## src/rtl/cpts_pkg.sv

```systemverilog
// constants shared by the cpu priority and trap status block
// assumes one 40 MHz clock, a synchronous active-low reset and an axi4-lite master
// Function
// - three-bit cpu priority field in status bits 7:5; level 7 blocks user interrupts
// - full cpu level is priority_level_msb above the three-bit field, levels 8 to 15
// - while nesting_disable is set, software writes to the priority field are ignored
// - priority_level_msb reads one above level 7, resets zero, software may only clear
// - variable_latency_select at control bit 15, resets zero, one selects variable
// - nesting_disable at trap control bit 15, resets zero, one stops nesting
// - accumulator a and b overflow traps set flags at bits 14 and 13
// - catastrophic overflow of a and b sets flags at bits 12 and 11
// - overflow traps for a and b only while their enables at bits 10, 9 are set
// - catastrophic overflow traps only while catastrophic_trap_en at bit 8 is set
// - shift_error_flag at bit 7 set only for invalid accumulator shift math traps
// - divide_zero_flag at bit 6 set when divide by zero causes the math trap
// - dma_trap_flag at bit 5 set on a trap from the dma controller
// - math_error_flag at bit 4 set on any math error trap
// - address, stack and oscillator traps set bits 3, 2, 1; bit 0 reads zero
// - after reset the cpu level is 0, accepting any enabled user interrupt
// - during exception processing accept only strictly higher priority sources
package cpts_pkg;

  localparam int ADDR_W = 8;
  localparam int DATA_W = 32;
  localparam int REG_W  = 16;
  localparam int PRIO_W = 3;
  localparam int LVL_W  = 4;

  localparam logic [ADDR_W-1:0] OFF_CSW = 8'h00;
  localparam logic [ADDR_W-1:0] OFF_CCW = 8'h04;
  localparam logic [ADDR_W-1:0] OFF_TC1 = 8'h08;
  localparam logic [ADDR_W-1:0] OFF_STS = 8'h0c;
  localparam logic [ADDR_W-1:0] OFF_MSK = 8'h10;

  localparam int CSW_PRIO_LSB = 5;
  localparam int CCW_VAR_BIT  = 15;
  localparam int CCW_MSB_BIT  = 3;

  localparam int TC_NEST   = 15;
  localparam int TC_OVA_F  = 14;
  localparam int TC_OVB_F  = 13;
  localparam int TC_COVA_F = 12;
  localparam int TC_COVB_F = 11;
  localparam int TC_OVA_EN = 10;
  localparam int TC_OVB_EN = 9;
  localparam int TC_COV_EN = 8;
  localparam int TC_SFT_F  = 7;
  localparam int TC_DIV_F  = 6;
  localparam int TC_DMA_F  = 5;
  localparam int TC_MATH_F = 4;
  localparam int TC_ADDR_F = 3;
  localparam int TC_STK_F  = 2;
  localparam int TC_OSC_F  = 1;

  localparam logic [REG_W-1:0] TC_FLAG_MASK = 16'h78fe;
  localparam logic [REG_W-1:0] TC_CTRL_MASK = 16'h8700;
  localparam logic [REG_W-1:0] TC_MATH_SRC  = 16'h78c0;

  localparam logic [LVL_W-1:0] LEVEL_RST = 4'h0;
  localparam logic [1:0]       RESP_OKAY = 2'b00;
  localparam logic [1:0]       RESP_SLVERR = 2'b10;

  function automatic logic cpts_addr_ok(input logic [ADDR_W-1:0] a);
    return (a == OFF_CSW) || (a == OFF_CCW) || (a == OFF_TC1) ||
           (a == OFF_STS) || (a == OFF_MSK);
  endfunction

endpackage

```

## src/rtl/cpts_top.sv

```systemverilog
// cpu priority level, nesting control and processor trap status
// assumes core event inputs are one-cycle pulses on aclk; the oscillator
// failure level comes from outside the clock domain
//
// Chosen here: the AXI4-Lite slave port and the address map.
`timescale 1ns/1ps
module cpts_top import cpts_pkg::*;
(
  input  wire logic              aclk,
  input  wire logic              aresetn,
  input  wire logic              ce,
  input  wire logic [ADDR_W-1:0] s_axi_awaddr,
  input  wire logic              s_axi_awvalid,
  output logic                   s_axi_awready,
  input  wire logic [DATA_W-1:0] s_axi_wdata,
  input  wire logic [3:0]        s_axi_wstrb,
  input  wire logic              s_axi_wvalid,
  output logic                   s_axi_wready,
  output logic [1:0]             s_axi_bresp,
  output logic                   s_axi_bvalid,
  input  wire logic              s_axi_bready,
  input  wire logic [ADDR_W-1:0] s_axi_araddr,
  input  wire logic              s_axi_arvalid,
  output logic                   s_axi_arready,
  output logic [DATA_W-1:0]      s_axi_rdata,
  output logic [1:0]             s_axi_rresp,
  output logic                   s_axi_rvalid,
  input  wire logic              s_axi_rready,
  input  wire logic              acc_a_ovf,
  input  wire logic              acc_b_ovf,
  input  wire logic              acc_a_cat,
  input  wire logic              acc_b_cat,
  input  wire logic              shift_err,
  input  wire logic              div_zero,
  input  wire logic              math_other,
  input  wire logic              dma_err,
  input  wire logic              addr_err,
  input  wire logic              stack_err,
  input  wire logic              osc_fail_pin,
  input  wire logic              level_load,
  input  wire logic [LVL_W-1:0]  level_value,
  input  wire logic              exc_busy,
  input  wire logic              pend_valid,
  input  wire logic [PRIO_W-1:0] pend_prio,
  output logic [LVL_W-1:0]       cpu_level,
  output logic                   var_latency,
  output logic                   nest_disable,
  output logic                   irq_accept,
  output logic                   math_trap,
  output logic                   addr_trap,
  output logic                   stack_trap,
  output logic                   dma_trap,
  output logic                   osc_trap,
  output logic                   irq
);

  typedef struct packed {
    logic [PRIO_W-1:0] prio;
    logic              msb;
    logic              var_lat;
    logic [REG_W-1:0]  tc;
    logic [REG_W-1:0]  sts;
    logic [REG_W-1:0]  msk;
    logic [4:0]        trap;
    logic              osc_prev;
    logic              irq;
  } cpts_top_state_type;

  cpts_top_state_type st_q;
  cpts_top_state_type st_d;

  logic              wr_en;
  logic [ADDR_W-1:0] wr_addr;
  logic [REG_W-1:0]  wr_data;
  logic [1:0]        wr_strb;
  logic              rd_en;
  logic [ADDR_W-1:0] rd_addr;
  logic [REG_W-1:0]  rd_data;
  logic              osc_s;
  logic [REG_W-1:0]  ev;
  logic              wr_csw;
  logic              wr_ccw;
  logic              wr_tc;
  logic              wr_msk;
  logic              rd_sts;

  cpts_axil u_axil (
    .aclk          (aclk),
    .aresetn       (aresetn),
    .ce            (ce),
    .s_axi_awaddr  (s_axi_awaddr),
    .s_axi_awvalid (s_axi_awvalid),
    .s_axi_awready (s_axi_awready),
    .s_axi_wdata   (s_axi_wdata),
    .s_axi_wstrb   (s_axi_wstrb),
    .s_axi_wvalid  (s_axi_wvalid),
    .s_axi_wready  (s_axi_wready),
    .s_axi_bresp   (s_axi_bresp),
    .s_axi_bvalid  (s_axi_bvalid),
    .s_axi_bready  (s_axi_bready),
    .s_axi_araddr  (s_axi_araddr),
    .s_axi_arvalid (s_axi_arvalid),
    .s_axi_arready (s_axi_arready),
    .s_axi_rdata   (s_axi_rdata),
    .s_axi_rresp   (s_axi_rresp),
    .s_axi_rvalid  (s_axi_rvalid),
    .s_axi_rready  (s_axi_rready),
    .wr_en         (wr_en),
    .wr_addr       (wr_addr),
    .wr_data       (wr_data),
    .wr_strb       (wr_strb),
    .rd_en         (rd_en),
    .rd_addr       (rd_addr),
    .rd_data       (rd_data)
  );

  cpts_sync u_osc_sync (
    .aclk     (aclk),
    .aresetn  (aresetn),
    .ce       (ce),
    .async_in (osc_fail_pin),
    .sync_out (osc_s)
  );

  assign wr_csw = wr_en && (wr_addr == OFF_CSW);
  assign wr_ccw = wr_en && (wr_addr == OFF_CCW);
  assign wr_tc  = wr_en && (wr_addr == OFF_TC1);
  assign wr_msk = wr_en && (wr_addr == OFF_MSK);
  assign rd_sts = rd_en && (rd_addr == OFF_STS);

  // trap events, already gated by their enables
  always_comb
  begin
    ev = '0;
    ev[TC_OVA_F]  = acc_a_ovf & st_q.tc[TC_OVA_EN];
    ev[TC_OVB_F]  = acc_b_ovf & st_q.tc[TC_OVB_EN];
    ev[TC_COVA_F] = acc_a_cat & st_q.tc[TC_COV_EN];
    ev[TC_COVB_F] = acc_b_cat & st_q.tc[TC_COV_EN];
    ev[TC_SFT_F]  = shift_err;
    ev[TC_DIV_F]  = div_zero;
    ev[TC_DMA_F]  = dma_err;
    ev[TC_MATH_F] = (|(ev & TC_MATH_SRC)) | math_other;
    ev[TC_ADDR_F] = addr_err;
    ev[TC_STK_F]  = stack_err;
    ev[TC_OSC_F]  = osc_s & ~st_q.osc_prev;
  end

  always_comb
  begin
    logic lane;
    lane = 1'b0;
    st_d = st_q;
    if (ce)
    begin
      st_d.osc_prev = osc_s;
      st_d.trap = {ev[TC_OSC_F], ev[TC_DMA_F], ev[TC_STK_F], ev[TC_ADDR_F], ev[TC_MATH_F]};
      if (wr_csw && wr_strb[0] && !st_q.tc[TC_NEST])
        st_d.prio = wr_data[CSW_PRIO_LSB +: PRIO_W];
      if (wr_ccw && wr_strb[1])
        st_d.var_lat = wr_data[CCW_VAR_BIT];
      // software can only drop the msb so traps cannot be masked from code
      if (wr_ccw && wr_strb[0] && !wr_data[CCW_MSB_BIT])
        st_d.msb = 1'b0;
      if (level_load)
        {st_d.msb, st_d.prio} = level_value;
      for (int i = 0; i < REG_W; i++)
      begin
        lane = wr_strb[i / 8];
        if (TC_CTRL_MASK[i] && wr_tc && lane)
          st_d.tc[i] = wr_data[i];
        // a trap in the same cycle as a clearing write keeps its flag
        if (TC_FLAG_MASK[i])
          st_d.tc[i] = ev[i] | (st_q.tc[i] & ~(wr_tc & lane & ~wr_data[i]));
        else if (!TC_CTRL_MASK[i])
          st_d.tc[i] = 1'b0;
        st_d.sts[i] = ev[i] | (st_q.sts[i] & ~rd_sts);
        if (wr_msk && lane)
          st_d.msk[i] = wr_data[i] & TC_FLAG_MASK[i];
      end
      st_d.irq = |(st_d.sts & st_d.msk);
    end
  end

  always_ff @(posedge aclk)
  begin
    if (!aresetn)
      st_q <= '0;
    else
      st_q <= st_d;
  end

  always_comb
  begin
    rd_data = '0;
    case (rd_addr)
      OFF_CSW: rd_data[CSW_PRIO_LSB +: PRIO_W] = st_q.prio;
      OFF_CCW:
      begin
        rd_data[CCW_VAR_BIT] = st_q.var_lat;
        rd_data[CCW_MSB_BIT] = st_q.msb;
      end
      OFF_TC1: rd_data = st_q.tc;
      OFF_STS: rd_data = st_q.sts;
      OFF_MSK: rd_data = st_q.msk;
      default: rd_data = '0;
    endcase
  end

  assign cpu_level    = {st_q.msb, st_q.prio};
  assign var_latency  = st_q.var_lat;
  assign nest_disable = st_q.tc[TC_NEST];
  // user sources top out at 7, so level 7 or above blocks them all
  assign irq_accept = pend_valid && ({1'b0, pend_prio} > cpu_level) &&
                      !(st_q.tc[TC_NEST] && exc_busy);
  assign math_trap  = st_q.trap[0];
  assign addr_trap  = st_q.trap[1];
  assign stack_trap = st_q.trap[2];
  assign dma_trap   = st_q.trap[3];
  assign osc_trap   = st_q.trap[4];
  assign irq        = st_q.irq;
endmodule

```

## src/rtl/cpts_sync.sv

```systemverilog
// two-flop synchroniser for one level from outside the clock domain
// assumes the level stays stable for at least two clock cycles
`timescale 1ns/1ps
module cpts_sync import cpts_pkg::*;
(
  input  wire logic aclk,
  input  wire logic aresetn,
  input  wire logic ce,
  input  wire logic async_in,
  output logic      sync_out
);

  typedef struct packed {
    logic meta;
    logic held;
  } cpts_sync_state_type;

  cpts_sync_state_type st_q;
  cpts_sync_state_type st_d;

  always_comb
  begin
    st_d = st_q;
    if (ce)
    begin
      st_d.meta = async_in;
      st_d.held = st_q.meta;
    end
  end

  always_ff @(posedge aclk)
  begin
    if (!aresetn)
      st_q <= '0;
    else
      st_q <= st_d;
  end

  assign sync_out = st_q.held;

endmodule

```

## src/rtl/cpts_axil.sv

```systemverilog
// axi4-lite slave front end: one write and one read in flight at most
// assumes a compliant master; register file answers reads combinationally
`timescale 1ns/1ps
module cpts_axil import cpts_pkg::*;
(
  input  wire logic              aclk,
  input  wire logic              aresetn,
  input  wire logic              ce,
  input  wire logic [ADDR_W-1:0] s_axi_awaddr,
  input  wire logic              s_axi_awvalid,
  output logic                   s_axi_awready,
  input  wire logic [DATA_W-1:0] s_axi_wdata,
  input  wire logic [3:0]        s_axi_wstrb,
  input  wire logic              s_axi_wvalid,
  output logic                   s_axi_wready,
  output logic [1:0]             s_axi_bresp,
  output logic                   s_axi_bvalid,
  input  wire logic              s_axi_bready,
  input  wire logic [ADDR_W-1:0] s_axi_araddr,
  input  wire logic              s_axi_arvalid,
  output logic                   s_axi_arready,
  output logic [DATA_W-1:0]      s_axi_rdata,
  output logic [1:0]             s_axi_rresp,
  output logic                   s_axi_rvalid,
  input  wire logic              s_axi_rready,
  output logic                   wr_en,
  output logic [ADDR_W-1:0]      wr_addr,
  output logic [REG_W-1:0]       wr_data,
  output logic [1:0]             wr_strb,
  output logic                   rd_en,
  output logic [ADDR_W-1:0]      rd_addr,
  input  wire logic [REG_W-1:0]  rd_data
);

  typedef struct packed {
    logic              aw_full;
    logic              w_full;
    logic [ADDR_W-1:0] awaddr;
    logic [REG_W-1:0]  wdata;
    logic [1:0]        wstrb;
    logic              bvalid;
    logic [1:0]        bresp;
    logic              rvalid;
    logic [REG_W-1:0]  rdata;
    logic [1:0]        rresp;
  } cpts_axil_state_type;

  cpts_axil_state_type st_q;
  cpts_axil_state_type st_d;

  // registers are 16 bits wide; upper data lanes are dropped on write
  assign s_axi_awready = ~st_q.aw_full & ~st_q.bvalid;
  assign s_axi_wready  = ~st_q.w_full & ~st_q.bvalid;
  assign s_axi_arready = ~st_q.rvalid;
  assign wr_en   = ce & st_q.aw_full & st_q.w_full & ~st_q.bvalid;
  assign wr_addr = st_q.awaddr;
  assign wr_data = st_q.wdata;
  assign wr_strb = st_q.wstrb;
  assign rd_en   = ce & s_axi_arvalid & ~st_q.rvalid;
  assign rd_addr = s_axi_araddr;

  always_comb
  begin
    st_d = st_q;
    if (ce)
    begin
      if (s_axi_awvalid && s_axi_awready)
      begin
        st_d.aw_full = 1'b1;
        st_d.awaddr  = s_axi_awaddr;
      end
      if (s_axi_wvalid && s_axi_wready)
      begin
        st_d.w_full = 1'b1;
        st_d.wdata  = s_axi_wdata[REG_W-1:0];
        st_d.wstrb  = s_axi_wstrb[1:0];
      end
      if (wr_en)
      begin
        st_d.aw_full = 1'b0;
        st_d.w_full  = 1'b0;
        st_d.bvalid  = 1'b1;
        st_d.bresp   = cpts_addr_ok(st_q.awaddr) ? RESP_OKAY : RESP_SLVERR;
      end
      else if (st_q.bvalid && s_axi_bready)
        st_d.bvalid = 1'b0;
      if (rd_en)
      begin
        st_d.rvalid = 1'b1;
        st_d.rdata  = rd_data;
        st_d.rresp  = cpts_addr_ok(s_axi_araddr) ? RESP_OKAY : RESP_SLVERR;
      end
      else if (st_q.rvalid && s_axi_rready)
        st_d.rvalid = 1'b0;
    end
  end

  always_ff @(posedge aclk)
  begin
    if (!aresetn)
      st_q <= '0;
    else
      st_q <= st_d;
  end

  assign s_axi_bvalid = st_q.bvalid;
  assign s_axi_bresp  = st_q.bresp;
  assign s_axi_rvalid = st_q.rvalid;
  assign s_axi_rresp  = st_q.rresp;
  assign s_axi_rdata  = {{(DATA_W-REG_W){1'b0}}, st_q.rdata};

endmodule

```

## config.mk

```make
export PLATFORM = sky130hd
export DESIGN_NAME = cpts_top
export DESIGN_NICKNAME = d
export VERILOG_FILES = /design/src/rtl/cpts_pkg.sv /design/src/rtl/cpts_top.sv /design/src/rtl/cpts_sync.sv /design/src/rtl/cpts_axil.sv
export SDC_FILE = /design/constraint.sdc
export NUM_CORES = 1
export LEC_CHECK = 0
export BUFFER_PORTS_ARGS = -buffer_cell sky130_fd_sc_hd__buf_2
export CORE_AREA = 8 8 130 132
export CTS_CLUSTER_SIZE = 8
export DETAILED_ROUTE_END_ITERATION = 8
export DIE_AREA = 0 0 138 140
export GPL_TIMING_DRIVEN = 0
export SLEW_MARGIN = 0
export SYNTH_ARGS = -nofsm -noshare
export SYNTH_HDL_FRONTEND = slang
export SYNTH_HIERARCHICAL = 1
export SYNTH_SLANG_ARGS = --single-unit
```

## constraint.sdc

```tcl
create_clock -name aclk -period 4.15 [get_ports aclk]
set_input_delay 0.83 -clock aclk [delete_from_list [all_inputs] [get_ports aclk]]
set_output_delay 0.83 -clock aclk [all_outputs]
set_load 0.02 [all_outputs]
```

==> flow_metrics.py <==
metrics = {
    "yosys": {
        "syn-cell-area_sq_mm": 0.00530,
        "synth_area_per_cell_sq_um": 8.70,
        "synth_warnings": 6,
        "syn_inst": 609,
    },
    "worst_setup_path": {
        "max_stage_delay_ns": 0.86,
        "cpMaxStageDelayCell": "nor4b_2",
        "critical_path_required_ns": 4.43,
        "crit_path_end_kind": "flop",
        "cp_common_cell": "nand2_1",
        "critPathKind": "primary input to flop",
        "cp_num_buf_inv": 3,
        "path_cells": "buf_2 -> buf_4 -> nor3_1 -> nand2_1 -> nor4b_2 -> clkbuf_1 -> a22oi_1 -> o21ai_0 -> nand2_1 -> a21boi_0",
        "cp-start-kind": "primary input",
        "reg2reg_setup_slack_ns": 1.37,
        "reg2reg_to": "st_q[43]$_SDFFE_PN0P_",
        "rr_startpoint": "u_axil/s_axi_bvalid$_SDFFE_PN0P_",
        "crit_fanout": 10,
        "crit_family": "simple AND/OR/NAND/NOR gates",
        "worstPathArrival_ns": 3.56,
        "r2r_cells": 8,
    },
    "sta": {
        "slew_headroom_pct": 31.9,
        "grt_setup_unrepaired": "no",
        "post-route-min-period_ns": 3.28,
        "hold_violations": 0,
        "slew_viol_final": 0,
        "clock_skew_ns": 0.0101,
        "setup-tns-final_ns": 0,
        "finalSetupViolCount": 0,
        "finalCritPeriodShare_pct": 79.1,
        "max_freq_ghz": 0.305,
        "worst_slew_pin_slew_ns": 1.02,
    },
    "route": {
        "finalWirelength_um": 15700,
        "vias_per_cell": 5.00,
        "ant_nets": 0,
        "dr.pass1.iters": 6,
        "drc": 0,
        "drt-initial-drc-count": 377,
        "wl_per_cell_um": 17.0,
        "via_count": 4621,
    },
    "cts": {
        "clkTransAtPathRegs_ns": 0.07,
        "cts_tree": "done",
        "cts_resized": 0,
        "cts.sinks": 108,
        "h-tree-depth": 3,
        "cts.hold.buffers_added": 0,
        "post_cts_buffers": 0,
        "cts-root-buf": "clkbuf_16",
        "cts_inserted_buffers": 9,
        "cts_buffer_depth": 2,
        "clock_latency_ns": 0.35,
    },
    "worst_hold_path": {
        "worstHoldPathType": "flop to flop",
        "whs_endpoint": "u_axil/wr_data[11]$_SDFFE_PN0P_",
        "whs_path_depth": 2,
        "min_from": "u_axil/wr_data[11]$_SDFFE_PN0P_",
    },
    "layout": {
        "fin_nets": 817,
        "syn_to_final_growth_pct": 21.1,
        "layout_common_cells": "dfxtp_1 (108), nand2_1 (99), buf_2 (98)",
        "antennaDiodeCount": 0,
        "drive_above_1_share_pct": 27.9,
        "final_util_pct": 43.1,
        "stdcell_area_sq_mm": 0.00641,
        "layout_commonest_cell": "dfxtp_1",
        "fillers": 1529,
    },
    "floorplan": {
        "die_w_um": 138,
        "core_sq_mm": 0.0149,
        "die_y_um": 140,
        "initial_utilization_pct": 35.6,
        "io_pins": 135,
        "num_rows": 45,
        "dieArea_sq_mm": 0.0193,
    },
    "global_routing": {
        "grt_overflow": 0,
        "antenna_found_initial": 0,
        "grtUsageTotal_pct": 16.1,
        "grt_pass1_wl_um": 24900,
        "grt_max_degree": 17,
        "grt_pass1_vias": 4727,
    },
    "outcome": {
        "status": "finished clean",
    },
    "placement": {
        "place_area_sq_mm": 0.00608,
        "portBuffers": 96,
        "globalplace.congestion": 0.913,
        "dpl.hpwl_um": 12200,
    },
    "pwr": {
        "power.density_mw_per_mm2": 364,
        "finalPower_uw": 2330,
        "p_leak_uw": 0.00298,
        "ir_drop_uv": 229,
    },
    "flow_run": {
        "maxCapViolCount": 0,
    },
}
## where the power goes
| part | total, uW | leakage, uW | internal (uW) | switching, uW |
|---|---|---|---|---|
| combinational | 261 | 0.00194 | 115 | 145 |
| sequential | 1090 | 0.000878 | 1070 | 20.3 |
| clock | 986 | 0.000165 | 601 | 385 |
## sequential cells by signal, summed over array words and instances, names as in the netlist
name	count
math_trap	1
dma_trap	1
irq	1
st_q	47
osc_trap	1
stack_trap	1
u_axil/wr_addr	8
var_latency	1
nest_disable	1
u_axil/s_axi_rvalid	1
addr_trap	1
u_axil/s_axi_rresp	1
u_axil/st_q	2
u_axil/s_axi_bresp	1
u_axil/wr_strb	2
u_osc_sync/st_q	1
u_osc_sync/sync_out	1
u_axil/wr_data	15
u_axil/s_axi_bvalid	1
u_axil/s_axi_rdata	16
cpu_level	4
## worst min-delay path: stages (launching register included)
cell      delay, ns
dfxtp_1        0.31
nand2_1        0.05
a21boi_1       0.05
## stage by stage
| step | worst slack (ns) | std cells | hold WS (ns) |
|---|---|---|---|
| after floorplan | 1.46 | 626 | 0.435 |
| after global placement | 0.654 | 910 | 0.445 |
| after detailed placement | 0.597 | 910 | 0.448 |
| after CTS | 0.961 | 924 | 0.458 |
| after global routing | 0.743 | 924 | 0.477 |
| final | 0.868 | 924 | 0.455 |
## metal layers
metal | part of all wire, % | up-vias | global-route usage (%) | routed length [um]
met2 | 45 | 169 | 26.2 | 7160
met3 | 7.0 | 31 | 3.35 | 1110
li1 | - | 2259 | - | -
met5 | 0 | - | 0 | 0
met1 | 45 | 2162 | 20.0 | 7020
met4 | 2.9 | 0 | 7.84 | 456
## layout make-up
class	count	area [sq um]	area share [%]
plain buffers	101	694	10.8
clock buffers	10	239	3.73
clock inverters	4	98.8	1.54
inverters	20	75.1	1.17
multi-input cells	397	2430	37.9
flip-flops and latches	108	2160	33.7
well taps	188	235	3.67
repair buffers	96	480	7.49
## how the worst max path moves through the flow
stage / slack, ns / endpoint / cells past startpoint / from
after floorplan: 1.46 / irq_accept / 4 / pend_prio[1]
after global placement: 0.65 / st_q[43]$_SDFFE_PN0P_ / 9 / ce
after detailed placement: 0.60 / st_q[43]$_SDFFE_PN0P_ / 9 / ce
after CTS: 0.96 / st_q[43]$_SDFFE_PN0P_ / 9 / ce
after global routing: 0.74 / st_q[43]$_SDFFE_PN0P_ / 9 / ce
final: 0.87 / u_axil/s_axi_rdata[7]$_SDFFE_PN0P_ / 10 / s_axi_araddr[1]
Power figures use the tool's default switching activity.
